[config.mk]
export PLATFORM = sky130hd
export DESIGN_NAME = mode_supervisor
export DESIGN_NICKNAME = d
export VERILOG_FILES = /design/src/logic/mode_supervisor.v
export VERILOG_INCLUDE_DIRS = /design/src /design/src/logic
export SDC_FILE = /design/constraint.sdc
export NUM_CORES = 1
export LEC_CHECK = 0
export BUFFER_PORTS_ARGS = -buffer_cell sky130_fd_sc_hd__buf_2
export CAP_MARGIN = 20
export CELL_PAD_IN_SITES_DETAIL_PLACEMENT = 1
export CELL_PAD_IN_SITES_GLOBAL_PLACEMENT = 2
export CORE_MARGIN = 4
export CORE_UTILIZATION = 37
export CTS_CLUSTER_DIAMETER = 30
export DETAILED_ROUTE_END_ITERATION = 12
export GPL_TIMING_DRIVEN = 0
export PLACE_DENSITY = 0.85
export SLEW_MARGIN = 0
export SYNTH_ARGS = -nofsm -noshare
export SYNTH_HDL_FRONTEND = slang
export SYNTH_SLANG_ARGS = --single-unit
[constraint.sdc]
create_clock -name mclk -period 3.3 [get_ports mclk]
set_clock_uncertainty 0.15 [all_clocks]
set_input_delay 0.165 -clock mclk [delete_from_list [all_inputs] [get_ports mclk]]
set_output_delay 0.165 -clock mclk [all_outputs]
set_load 0.03 [all_outputs]
[src/logic/mode_supervisor_consts.vh]
// constants for the mode and supervision logic: register map, fields, reset values, times
// assumes the including file runs on a 50 MHz clock
`ifndef MODE_SUPERVISOR_CONSTS_VH
`define MODE_SUPERVISOR_CONSTS_VH
// clock rate and times in their own units
`define CLK_MHZ          50
`define NREQ_TIME_MS     350
`define INT_PULSE_US     10
`define RESET_TIME_MS    1
`define WD_BASE_MS       10
`define CYCLIC_PERIOD_MS 20
`define CYCLIC_ON_US     100
`define FORCED_WAKE_MS   1000
// serial register addresses (3 bits)
`define ADDR_MODE        3'h0
`define ADDR_RESET_CTRL  3'h1
`define ADDR_WATCHDOG    3'h2
`define ADDR_IRQ_ENABLE  3'h3
`define ADDR_IRQ_FLAGS   3'h4
`define ADDR_IO_STATUS   3'h5
`define ADDR_LEVELS      3'h6
// mode commands in the mode control register
`define CMD_NORMAL       3'h0
`define CMD_STANDBY      3'h1
`define CMD_STOP         3'h2
`define CMD_SLEEP        3'h3
// interrupt flag and enable bit positions
`define IRQ_BAT_BIT      0
`define IRQ_HOT_BIT      1
`define IRQ_SW_BIT       2
// io status bit positions
`define IO_BATTERY_FAILURE_BIT_BIT   0
`define IO_BATLOW_BIT    1
`define IO_SECONDARY_SUPPLY_LOW_BIT_BIT     2
`define IO_HSOT_BIT      3
// io control (write) bit positions
`define IO_HS_ON_BIT     0
`define IO_CYCLIC_BIT    1
// reset values
`define IRQ_EN_RST       4'h0
`define WD_SEL_RST       2'h3
`define IO_CTRL_RST      2'h0
`define WD_STOP_RST      1'b0
`endif

[src/logic/mode_supervisor.v]
// mode sequencer, supervision flags and serial register port of the basis chip
// assumes analog comparators, wake receiver and serial pins arrive asynchronously on mclk
`default_nettype none
`include "mode_supervisor_consts.vh"

module mode_supervisor #(
    parameter NREQ_CYCLES   = `NREQ_TIME_MS * 1000 * `CLK_MHZ,
    parameter RESET_CYCLES  = `RESET_TIME_MS * 1000 * `CLK_MHZ,
    parameter WD_BASE_CYC   = `WD_BASE_MS * 1000 * `CLK_MHZ,
    parameter CYC_PERIOD    = `CYCLIC_PERIOD_MS * 1000 * `CLK_MHZ,
    parameter CYC_ON        = `CYCLIC_ON_US * `CLK_MHZ,
    parameter FORCED_CYCLES = `FORCED_WAKE_MS * 1000 * `CLK_MHZ
) (
    input  wire       mclk,
    input  wire       nrst,
    input  wire       cs_n,
    input  wire       sclk,
    input  wire       mosi,
    output reg        miso,
    output reg        miso_oe,
    input  wire [3:0] level_inputs,
    input  wire       main_reg_undervoltage,
    input  wire       battery_below_fail,
    input  wire       battery_below_warn,
    input  wire       main_reg_above_warn_temp,
    input  wire       main_reg_above_shutdown_temp,
    input  wire       secondary_supply_sense_low,
    input  wire       switch_overtemp_shutdown,
    input  wire       bus_wake,
    input  wire       main_reg_overcurrent,
    output reg        rst_n,
    output reg        int_n,
    output reg        watchdog_flag_output_n,
    output reg        main_regulator_enable,
    output reg        main_regulator_low_power,
    output reg        secondary_regulator_drive,
    output reg        high_side_output,
    output reg        precise_osc_select,
    output reg  [2:0] mode_state
);
    localparam TW = 32;
    localparam [TW-1:0] PULSE_CYC = `INT_PULSE_US * `CLK_MHZ;
    localparam [2:0] ST_RESET   = 3'h0;
    localparam [2:0] ST_NREQ    = 3'h1;
    localparam [2:0] ST_NORMAL  = 3'h2;
    localparam [2:0] ST_STANDBY = 3'h3;
    localparam [2:0] ST_STOP    = 3'h4;
    localparam [2:0] ST_SLEEP   = 3'h5;
    localparam NS = 16;
    localparam [NS-1:0] SYNC_RST = 16'h8000;   // chip select idles high, so its flops start high: no false edge

    // two-flop synchronisers for every asynchronous input
    wire [NS-1:0] async_in = {cs_n, sclk, mosi, level_inputs, main_reg_undervoltage, battery_below_fail,
                              battery_below_warn, main_reg_above_warn_temp, main_reg_above_shutdown_temp,
                              secondary_supply_sense_low, switch_overtemp_shutdown, bus_wake,
                              main_reg_overcurrent};
    wire [NS-1:0] sync_in;
    genvar gi;
    generate
        for (gi = 0; gi < NS; gi = gi + 1) begin : g_sync
            reg meta_reg;
            reg sync_reg;
            always @(posedge mclk or negedge nrst) begin
                if (!nrst) begin
                    meta_reg <= SYNC_RST[gi];
                    sync_reg <= SYNC_RST[gi];
                end else begin
                    meta_reg <= async_in[gi];
                    sync_reg <= meta_reg;
                end
            end
            assign sync_in[gi] = sync_reg;
        end
    endgenerate
    wire       cs_s    = sync_in[15];
    wire       sclk_s  = sync_in[14];
    wire       mosi_s  = sync_in[13];
    wire [3:0] lvl_s   = sync_in[12:9];
    wire       uv_s    = sync_in[8];
    wire       bfail_s = sync_in[7];
    wire       bwarn_s = sync_in[6];
    wire       hot_s   = sync_in[5];
    wire       shut_s  = sync_in[4];
    wire       secondary_supply_low_bit_s = sync_in[3];
    wire       hsot_s  = sync_in[2];
    wire       bus_s   = sync_in[1];
    wire       ovc_s   = sync_in[0];

    reg           cs_d_reg;
    reg           sclk_d_reg;
    reg     [3:0] bit_cnt_reg;
    reg     [7:0] rx_reg;
    reg     [3:0] tx_reg;
    reg     [2:0] state_reg;
    reg     [2:0] state_next;
    reg  [TW-1:0] tmr_reg;
    reg  [TW-1:0] wd_cnt_reg;
    reg  [TW-1:0] pulse_cnt_reg;
    reg  [TW-1:0] cyc_cnt_reg;
    reg  [TW-1:0] forced_cnt_reg;
    reg           from_sleep_reg;
    reg     [3:0] irq_en_reg;
    reg     [2:0] irq_flag_reg;
    reg     [1:0] wd_sel_reg;
    reg     [1:0] io_ctrl_reg;
    reg           wd_stop_reg;
    reg           battery_failure_bit_reg;
    reg     [3:0] level_ref_reg;

    // serial edges seen by the mclk domain; chip select gates everything
    wire sclk_rise = sclk_s & ~sclk_d_reg & ~cs_s;
    wire sclk_fall = ~sclk_s & sclk_d_reg & ~cs_s;
    wire cs_rise   = cs_s & ~cs_d_reg;
    wire cs_fall   = ~cs_s & cs_d_reg;
    wire frame_ok  = cs_rise & (bit_cnt_reg == 4'h8);
    wire wr_stb    = frame_ok & rx_reg[7];
    wire [2:0] wr_addr = rx_reg[6:4];
    wire [3:0] wr_data = rx_reg[3:0];
    wire addr_ready = sclk_fall & (bit_cnt_reg == 4'h3);
    wire [2:0] rd_addr = {rx_reg[1:0], mosi_s};
    wire wd_write = wr_stb & (wr_addr == `ADDR_WATCHDOG);
    wire mode_write = wr_stb & (wr_addr == `ADDR_MODE);

    // watchdog period doubles per select step
    wire [TW-1:0] wd_limit = WD_BASE_CYC << wd_sel_reg;
    wire active_mode = (state_reg == ST_NORMAL) | (state_reg == ST_STANDBY);
    wire wd_running  = active_mode | ((state_reg == ST_STOP) & wd_stop_reg);
    wire wd_timeout  = wd_running & (wd_cnt_reg >= wd_limit - 1);

    // cyclic sense window and level wake detection
    wire low_power_mode = (state_reg == ST_STOP) | (state_reg == ST_SLEEP);
    wire cyc_window = low_power_mode & io_ctrl_reg[`IO_CYCLIC_BIT] & (cyc_cnt_reg < CYC_ON);
    wire lvl_check  = io_ctrl_reg[`IO_CYCLIC_BIT] ? (cyc_cnt_reg == CYC_ON - 1) : 1'b1;
    wire lvl_wake   = low_power_mode & lvl_check & (lvl_s != level_ref_reg);
    wire forced_wake = low_power_mode & (forced_cnt_reg >= FORCED_CYCLES - 1);
    wire any_wake   = lvl_wake | forced_wake | bus_s;
    wire stop_wake  = (state_reg == ST_STOP) & (any_wake | ovc_s | cs_rise);

    // read data multiplexer
    reg [3:0] rd_data;
    always @* begin
        case (rd_addr)
            `ADDR_MODE:       rd_data = {hot_s, state_reg};
            `ADDR_RESET_CTRL: rd_data = {3'h0, wd_stop_reg};
            `ADDR_WATCHDOG:   rd_data = {~watchdog_flag_output_n, 1'b0, wd_sel_reg};
            `ADDR_IRQ_ENABLE: rd_data = irq_en_reg;
            `ADDR_IRQ_FLAGS:  rd_data = {1'b0, irq_flag_reg};
            `ADDR_IO_STATUS:  rd_data = {hsot_s, secondary_supply_low_bit_s, bwarn_s, battery_failure_bit_reg};
            `ADDR_LEVELS:     rd_data = lvl_s;
            default:          rd_data = 4'h0;
        endcase
    end

    // one exclusive mode machine
    always @* begin
        state_next = state_reg;
        case (state_reg)
            ST_RESET: begin
                if (!uv_s && tmr_reg >= RESET_CYCLES - 1) begin
                    state_next = ST_NREQ;
                end
            end
            ST_NREQ: begin
                if (uv_s) begin
                    state_next = ST_RESET;
                end else if (wd_write) begin
                    state_next = ST_NORMAL;
                end else if (tmr_reg >= NREQ_CYCLES - 1) begin
                    state_next = from_sleep_reg ? ST_SLEEP : ST_RESET;
                end
            end
            ST_NORMAL, ST_STANDBY: begin
                if (uv_s || wd_timeout) begin
                    state_next = ST_RESET;
                end else if (mode_write) begin
                    case (wr_data[2:0])
                        `CMD_NORMAL:  state_next = ST_NORMAL;
                        `CMD_STANDBY: state_next = ST_STANDBY;
                        `CMD_STOP:    state_next = ST_STOP;
                        `CMD_SLEEP:   state_next = ST_SLEEP;
                        default:      state_next = state_reg;
                    endcase
                end
            end
            ST_STOP: begin
                if (uv_s || wd_timeout) begin
                    state_next = ST_RESET;
                end else if (stop_wake) begin
                    state_next = ST_NREQ;
                end
            end
            ST_SLEEP: begin
                if (any_wake) begin
                    state_next = ST_RESET;
                end
            end
            default: state_next = ST_RESET;
        endcase
    end

    // serial shift logic: sample on falling edge, shift out on rising edge
    always @(posedge mclk or negedge nrst) begin
        if (!nrst) begin
            cs_d_reg    <= 1'b1;
            sclk_d_reg  <= 1'b0;
            bit_cnt_reg <= 4'h0;
            rx_reg      <= 8'h00;
            tx_reg      <= 4'h0;
            miso        <= 1'b0;
            miso_oe     <= 1'b0;
        end else begin
            cs_d_reg   <= cs_s;
            sclk_d_reg <= sclk_s;
            miso_oe    <= ~cs_s;
            if (cs_fall) begin
                bit_cnt_reg <= 4'h0;
                tx_reg      <= 4'h0;
                miso        <= 1'b0;
            end else if (sclk_fall) begin
                rx_reg <= {rx_reg[6:0], mosi_s};
                if (bit_cnt_reg != 4'hF) begin
                    bit_cnt_reg <= bit_cnt_reg + 4'h1;
                end
                if (addr_ready) begin
                    tx_reg <= rd_data;
                end
            end else if (sclk_rise) begin
                miso   <= tx_reg[3];
                tx_reg <= {tx_reg[2:0], 1'b0};
            end
        end
    end

    // mode timers, watchdog and configuration registers
    always @(posedge mclk or negedge nrst) begin
        if (!nrst) begin
            state_reg      <= ST_RESET;
            tmr_reg        <= {TW{1'b0}};
            wd_cnt_reg     <= {TW{1'b0}};
            pulse_cnt_reg  <= {TW{1'b0}};
            cyc_cnt_reg    <= {TW{1'b0}};
            forced_cnt_reg <= {TW{1'b0}};
            from_sleep_reg <= 1'b0;
            irq_en_reg     <= `IRQ_EN_RST;
            wd_sel_reg     <= `WD_SEL_RST;
            io_ctrl_reg    <= `IO_CTRL_RST;
            wd_stop_reg    <= `WD_STOP_RST;
            level_ref_reg  <= 4'h0;
            watchdog_flag_output_n <= 1'b1;
        end else begin
            state_reg <= state_next;
            tmr_reg <= (state_next != state_reg) ? {TW{1'b0}} : tmr_reg + 1;
            if (state_reg == ST_SLEEP && state_next == ST_RESET) begin
                from_sleep_reg <= 1'b1;
            end else if (state_next == ST_NORMAL || state_next == ST_STANDBY || state_next == ST_STOP) begin
                from_sleep_reg <= 1'b0;
            end
            // watchdog counts while running, cleared by a watchdog register write
            if (wd_write || !wd_running || wd_timeout) begin
                wd_cnt_reg <= {TW{1'b0}};
            end else begin
                wd_cnt_reg <= wd_cnt_reg + 1;
            end
            if (wd_timeout) begin
                watchdog_flag_output_n <= 1'b0;
            end else if (wd_write) begin
                watchdog_flag_output_n <= 1'b1;
            end
            // stop wake pulse on the interrupt output
            if (state_reg == ST_STOP && state_next == ST_NREQ) begin
                pulse_cnt_reg <= PULSE_CYC;
            end else if (pulse_cnt_reg != {TW{1'b0}}) begin
                pulse_cnt_reg <= pulse_cnt_reg - 1;
            end
            // low-power timers and the reference levels for wake detection
            if (!low_power_mode || state_next != state_reg) begin
                cyc_cnt_reg    <= {TW{1'b0}};
                forced_cnt_reg <= {TW{1'b0}};
                level_ref_reg  <= lvl_s;
            end else begin
                cyc_cnt_reg    <= (cyc_cnt_reg >= CYC_PERIOD - 1) ? {TW{1'b0}} : cyc_cnt_reg + 1;
                forced_cnt_reg <= forced_cnt_reg + 1;
            end
            if (wr_stb) begin
                case (wr_addr)
                    `ADDR_RESET_CTRL: wd_stop_reg <= wr_data[0];
                    `ADDR_WATCHDOG:   wd_sel_reg  <= wr_data[1:0];
                    `ADDR_IRQ_ENABLE: irq_en_reg  <= wr_data;
                    `ADDR_IO_STATUS:  io_ctrl_reg <= wr_data[1:0];
                    default:          wd_sel_reg  <= wd_sel_reg;
                endcase
            end
        end
    end

    // sticky fault flags; a new event wins over a clear in the same cycle
    wire rd_io = addr_ready & (rd_addr == `ADDR_IO_STATUS);
    wire [2:0] irq_set = {hsot_s | secondary_supply_low_bit_s, hot_s, bwarn_s & active_mode};
    wire [2:0] irq_clr = (wr_stb && wr_addr == `ADDR_IRQ_FLAGS) ? wr_data[2:0] : 3'h0;
    always @(posedge mclk or negedge nrst) begin
        if (!nrst) begin
            irq_flag_reg <= 3'h0;
            battery_failure_bit_reg  <= 1'b0;
        end else begin
            irq_flag_reg <= (irq_flag_reg & ~irq_clr) | irq_set;
            battery_failure_bit_reg  <= (battery_failure_bit_reg & ~rd_io) | bfail_s;
        end
    end

    // registered outputs
    wire irq_active = |(irq_flag_reg & irq_en_reg[2:0]);
    always @(posedge mclk or negedge nrst) begin
        if (!nrst) begin
            rst_n                     <= 1'b0;
            int_n                     <= 1'b1;
            main_regulator_enable     <= 1'b0;
            main_regulator_low_power  <= 1'b0;
            secondary_regulator_drive <= 1'b0;
            high_side_output          <= 1'b0;
            precise_osc_select        <= 1'b1;
            mode_state                <= ST_RESET;
        end else begin
            rst_n <= (state_next != ST_RESET) & ~uv_s;
            int_n <= ~(irq_active | (pulse_cnt_reg != {TW{1'b0}}));
            main_regulator_enable <= (state_next != ST_SLEEP) & ~shut_s;
            main_regulator_low_power <= (state_next == ST_STOP);
            secondary_regulator_drive <= (state_next == ST_NORMAL);
            high_side_output <= ~hsot_s & ((active_mode & io_ctrl_reg[`IO_HS_ON_BIT]) | cyc_window);
            precise_osc_select <= ~((state_next == ST_STOP) | (state_next == ST_SLEEP));
            mode_state <= state_next;
        end
    end
endmodule // mode_supervisor
`default_nettype wire

* Yosys cells after proc, flatten, opt, wreduce, memory -nomap -nowiden
Cells that the tools add are included.
** Word-level totals
- Input port bits :: 18
- Word-level logic and storage cells :: 235
- Bits in registers :: 241
- Output and inout port bits :: 13
** Cells by class
- Reductions and logical operators :: 37
- Shift operators :: 1
- Add/sub/neg operators :: 7
- Eq/ne operators :: 33
- Magnitude comparators :: 6
- Bitwise gates (word level) :: 54
- Multiplexer cells :: 36
** Operators with widths (count)
- $mux W32 :: 7
- $add A32 B1 Y32 const B :: 4
- $sub A32 B1 Y32 const B :: 2
- $mux W3 :: 11
- $eq A32 B13 Y1 const B :: 1
- $ge A32 B16 Y1 const B :: 1
- $ge A32 B20 Y1 const B :: 1
- $ge A32 B25 Y1 const B :: 1
- $ge A32 B26 Y1 const B :: 1
- $ge A32 B32 Y1 :: 1
- $lt A32 B13 Y1 const B :: 1
- $reduce_bool A32 Y1 :: 1
- $shl A19 B2 Y32 const A :: 1
- $eq A3 B2 Y1 const B :: 10
- $mux W4 :: 7
- $pmux W4 S7 :: 1
- $eq A3 B3 Y1 const B :: 9
- $and A1 B1 Y1 :: 26
- $reduce_and A2 Y1 :: 8
- $eq A3 B1 Y1 const B :: 5
- $logic_not A3 Y1 :: 5
- $pmux W3 S5 :: 1
- $not A1 Y1 :: 12
- $or A1 B1 Y1 :: 12
- other kinds (21) :: 45

* Longest topological paths before layout
- Depth in word-level cells :: 17
- Gate-level depth with buffers :: 14
- Gate-level depth less buffers :: 13

* Worst setup path before layout
Ideal clock, no wire load.
- Path type :: register to register
- From :: register wd_sel_reg[1]
- To :: register tmr_reg[10]
- Path buffers :: 2
- Data required time :: 3078 ps
- Stages on the path, launching flop included :: 15
- Path slack :: -271 ps
- Arrival :: 3349 ps
- Clock period less this slack :: 3571 ps
- Setup time :: 72 ps
- Cell sequence :: dfstp_2 > inv_1 > ha_1 > nor2_1 > ha_1 > a211o_1 > a21oi_1 > nand2_1 > o311ai_0 > a41oi_1 > clkbuf_1 > o41ai_1 > nand4_1 > clkbuf_1 > nor2_1
** Between the ends
- Cells in the longest elaborated chain, start to end :: 9
- Elaborated cells between the ends (all ways) :: 10
- Classes of those cells :: 1 x add/sub; 1 x order compare; 1 x eq/ne; 1 x shift; 4 x mux; 1 x bitwise; 1 x reduce/logical
** Ends and longest elaborated chain
- start: declaration :: RTL line mode_supervisor.v:104 : reg [1:0] wd_sel_reg;
- start signal: assignment :: RTL line mode_supervisor.v:245 : wd_sel_reg <= `WD_SEL_RST;
- start signal: assignment :: RTL line mode_supervisor.v:287 : `ADDR_WATCHDOG: wd_sel_reg <= wr_data[1:0];
- start signal: assignment :: RTL line mode_supervisor.v:290 : default: wd_sel_reg <= wd_sel_reg;
- $shl A19 B2 Y32 * :: RTL line mode_supervisor.v:125 : wire [TW-1:0] wd_limit = WD_BASE_CYC << wd_sel_reg;
- $sub A32 B1 Y32 * :: RTL line mode_supervisor.v:128 : wire wd_timeout = wd_running & (wd_cnt_reg >= wd_limit - 1);
- $ge A32 B32 Y1 * :: RTL line mode_supervisor.v:128
- $and A1 B1 Y1 * :: RTL line mode_supervisor.v:128
- $logic_or A1 B1 Y1 * :: RTL line mode_supervisor.v:173, mode_supervisor.v:186
- $mux W3, on equally long branches :: RTL line mode_supervisor.v:186, mode_supervisor.v:173
- $pmux W3 S5 * :: RTL line mode_supervisor.v:157 : case (state_reg)
- $ne A3 B3 Y1 * :: RTL line mode_supervisor.v:252 : tmr_reg <= (state_next != state_reg) ? {TW{1'b0}} : tmr_reg + 1;
- $mux W32 * :: RTL line mode_supervisor.v:252
- end signal: assignment :: RTL line mode_supervisor.v:238 : tmr_reg <= {TW{1'b0}};
- end signal: assignment :: RTL line mode_supervisor.v:252
- end: declaration :: RTL line mode_supervisor.v:96 : reg [TW-1:0] tmr_reg;
Mark *: on every way between the ends. The rest lies on a longest branch, timed or not.
A chain may end at the register's enable or synchronous reset.

* Worst setup path in the final report
- From :: register wd_sel_reg[0]
- To :: register tmr_reg[24]
The elaborated chain is that of the path after synthesis.

==> metrics.cfg <==
[routing]
wl_mm = 31.8
wl_met1_mm = 13.2
vias = 8762
top_layer = met4
routed_via_density = 5.15
post_drt_wl_per_cell_microns = 18.7
ant_nets = 0
dr.pass1.iters = 4
drt-initial-drc-count = 308
dr_wl_met3_microns = 939
remaining_drc_errors = 0
dr_wl_met2_mm = 16.8

[synth]
synth_edf_count = 0
syn-mean-instance-area_sq_um = 10.3
syn-cell-area_sq_um = 11300
synthCells = 1093
ys_types = 65
synthFlopType = dfrtp_1
synth-seq-cells = 241
yosysWarningCount = 0
yosysSeqAreaShare_pct = 53.7
async_reset_ff_share_pct = 100

[worst_setup_path]
required_ps = 3630
critPathLaunchType = flip-flop
worst-r2r-setup-slack_ps = -210
critPathSlowestCell = dfstp_2
max_stage_delay_ps = 610
worstSetupEndpointType = flip-flop
critical_path_class = flip-flop to flip-flop
arrival_ps = 3840
r2r_cells = 15
cp_cell_sequence = inv_4 -> ha_4 -> nor2_2 -> ha_1 -> a211o_1 -> a21oi_2 -> nand2_2 -> o311ai_4 -> a41oi_4 -> buf_8 -> o41ai_4 -> nand4_1 -> buf_6 -> clkbuf_16 -> nor2_4
path_max_fanout = 7

[global_routing]
grt_pass1_vias = 9572
grt_pass1_wl_mm = 49.7
grtUsageTotal_pct = 18.1
grt_max_degree = 102
antenna_found_initial = 0
grt-ovfl-total = 0

[place]
preCtsSetupSlack_ps = -970
gp_congestion = 0.801
io_buffers = 30
hpwlAfterDp_mm = 17.8
dpl.cell_count = 1537
place_area_sq_um = 12100

[run_status]
violations = negative setup slack
outcome = finished, violations left

[die]
rows = 63
io_pins = 31
start_util_pct = 37.8
die_h_microns = 182
die_area_sq_um = 33300
die_x_microns = 182
coreArea_sq_um = 29800

[timing]
min_period_ps = 3510
tightestPinTransition_ps = 875
setup_viol = 137
timing.final.crit_share_pct = 106
finalHoldViolations = 0
fmax_mhz = 285
relSlewSlack_pct = 41.4
rsz0062_at_grt = true
worst_slack_ps = -212
drv_slew = 0
fin_tns_setup_ps = -13790

[power_and_ir_drop]
peakVddDrop_mv = 0.419
pwr_density_cell_nw_per_um2 = 605
leakage_uw = 0.00650

[finish]
final_area_sq_um = 15900
fin_cells = 1703
fill_cells = 3140
num_antenna_cells = 0
area_growth_pct = 41.4
drive_above_1_share_pct = 28.5
fin_nets = 1318

[clock_network]
insertion_delay_ps = 580
cts_root_buf = clkbuf_16
cts.sinks = 241
htreeDepth = 2
cts_tree = built
clk_pin_slew_ps = 50
clk_path_buf_depth = 3
cts_buffers = 57

[hold_path]
min_path_cells = 2
hp-class = primary input to flip-flop

[flow_run]
drv_cap = 0

==> final timing paths <==
kind,from,endpoint
hold / removal,sclk,g_sync[14].meta_reg
setup / recovery,wd_sel_reg[0],tmr_reg[24]
max in group asynchronous,nrst,tmr_reg[3]
setup reg to reg,wd_sel_reg[0],tmr_reg[24]
min in group asynchronous,nrst,int_n
hold reg to reg,g_sync[6].meta_reg,bwarn_s
==> power breakdown <==
part	switching [uW]	internal (uW)	leakage, uW
registers	141	3100	0.00303
clock network	1840	4090	0.000999
logic	260	196	0.00247
total	2240	7380	0.00650
==> critical path, delay by kind of cell, from the launching register on <==
| family | cells | cell delay [ps] |
|---|---|---|
| flops | 1 | 610 |
| fa+ha+maj | 2 | 410 |
| buf+inv | 4 | 630 |
| simple gates | 4 | 390 |
| compound gates | 5 | 1200 |
==> stage by stage <==
stage	power (uW)	utilization [%]	hold WS (ps)
after floorplan	3470	-	-281
after global placement	3620	40.5	120
after detailed placement	3650	40.7	-69.0
after CTS	9710	51.2	68.1
after global routing	9980	53.4	90.5
final	9620	53.4	91.5
==> cell usage in the layout (no fill, tap or decap), types with 8 or more instances in the layout <==
cell | synthesis | layout
nor2_4 | 0 | 70
dfrtp_1 | 233 | 233
nand4_1 | 22 | 22
clkbuf_1 | 22 | 15
xnor2_1 | 72 | 71
dfstp_2 | 8 | 8
and3_1 | 26 | 26
bufinv_16 | 0 | 10
nand3_1 | 56 | 55
conb_1 | 2 | 23
ha_1 | 36 | 33
nor2b_1 | 15 | 14
buf_4 | 0 | 13
a21oi_1 | 27 | 20
clkbuf_16 | 0 | 67
clkinv_2 | 0 | 13
buf_8 | 0 | 15
buf_2 | 0 | 30
nor3_1 | 33 | 30
inv_1 | 28 | 23
nor2_2 | 1 | 30
xor2_1 | 62 | 61
o21ai_0 | 21 | 19
mux2_2 | 22 | 22
dlygate4sd3_1 | 0 | 18
nand2_1 | 90 | 88
nor4_1 | 18 | 17
nor2_1 | 192 | 93
buf_6 | 1 | 12
==> synthesized netlist by cell type (all sizes together) (3+ instances only) <==
cell | instances | share of area, %
clkbuf | 22 | 0.73
a211oi | 8 | 0.53
nor4 | 18 | 1.0
nor2b | 16 | 0.96
nand3 | 56 | 2.5
buf | 3 | 0.17
nand2 | 91 | 3.1
nor2 | 193 | 6.5
inv | 28 | 0.93
or2 | 3 | 0.17
and3 | 26 | 1.4
dfstp | 8 | 1.9
dfrtp | 233 | 52
a21oi | 27 | 1.2
a21boi | 3 | 0.20
nand3b | 3 | 0.23
or4 | 9 | 0.73
o21ai | 23 | 1.0
a211o | 4 | 0.31
xnor2 | 73 | 5.7
nand4 | 22 | 1.2
nand4b | 4 | 0.31
a41oi | 3 | 0.23
mux2 | 22 | 2.2
a31oi | 5 | 0.28
xor2 | 62 | 4.8
nor3 | 33 | 1.5
or3 | 8 | 0.50
a21o | 4 | 0.27
mux2i | 4 | 0.36
ha | 36 | 4.0
nand2b | 4 | 0.22
o211ai | 3 | 0.20
and4 | 5 | 0.39
==> cells by family after synthesis <==
| logic type | synth area share, % |
|---|---|
| and+or+nand+nor | 21.4 |
| DFF | 53.7 |
| xor gates and xnor gates | 10.6 |
| AOI/OAI and AO/OA | 5.75 |
| buffers and inverters | 1.83 |
| adders and majority gates | 4.00 |
| muxes | 2.76 |
| other | 0.0667 |
==> timing repair <==
item                                   4_1_cts  5_1_grt
endpoints found under the hold margin      155        0
hold buffers                                19        0
buffers inserted                            21       10
pin swaps                                   80       33
gates resized for setup                    161      136
setup endpoints to repair                  148      151
cloned                                       9        4
==> cell type report <==
type	count	area [sq um]	area share, %
inverters	28	110	0.692
plain buffers	23	299	1.88
clock inverters	39	510	3.21
multi-input cells	820	5950	37.4
flip-flops and latches	241	6040	38.0
clock buffers	69	1530	9.62
repair buffers	93	983	6.18
well taps	390	488	3.07
==> metal layers <==
metal,GRT usage (%),vias to the layer above
met5,0,-
met4,6.57,0
met3,3.17,53
met2,31.8,124
met1,22.4,4466
li1,-,4119
Power figures use the tool's default switching activity.
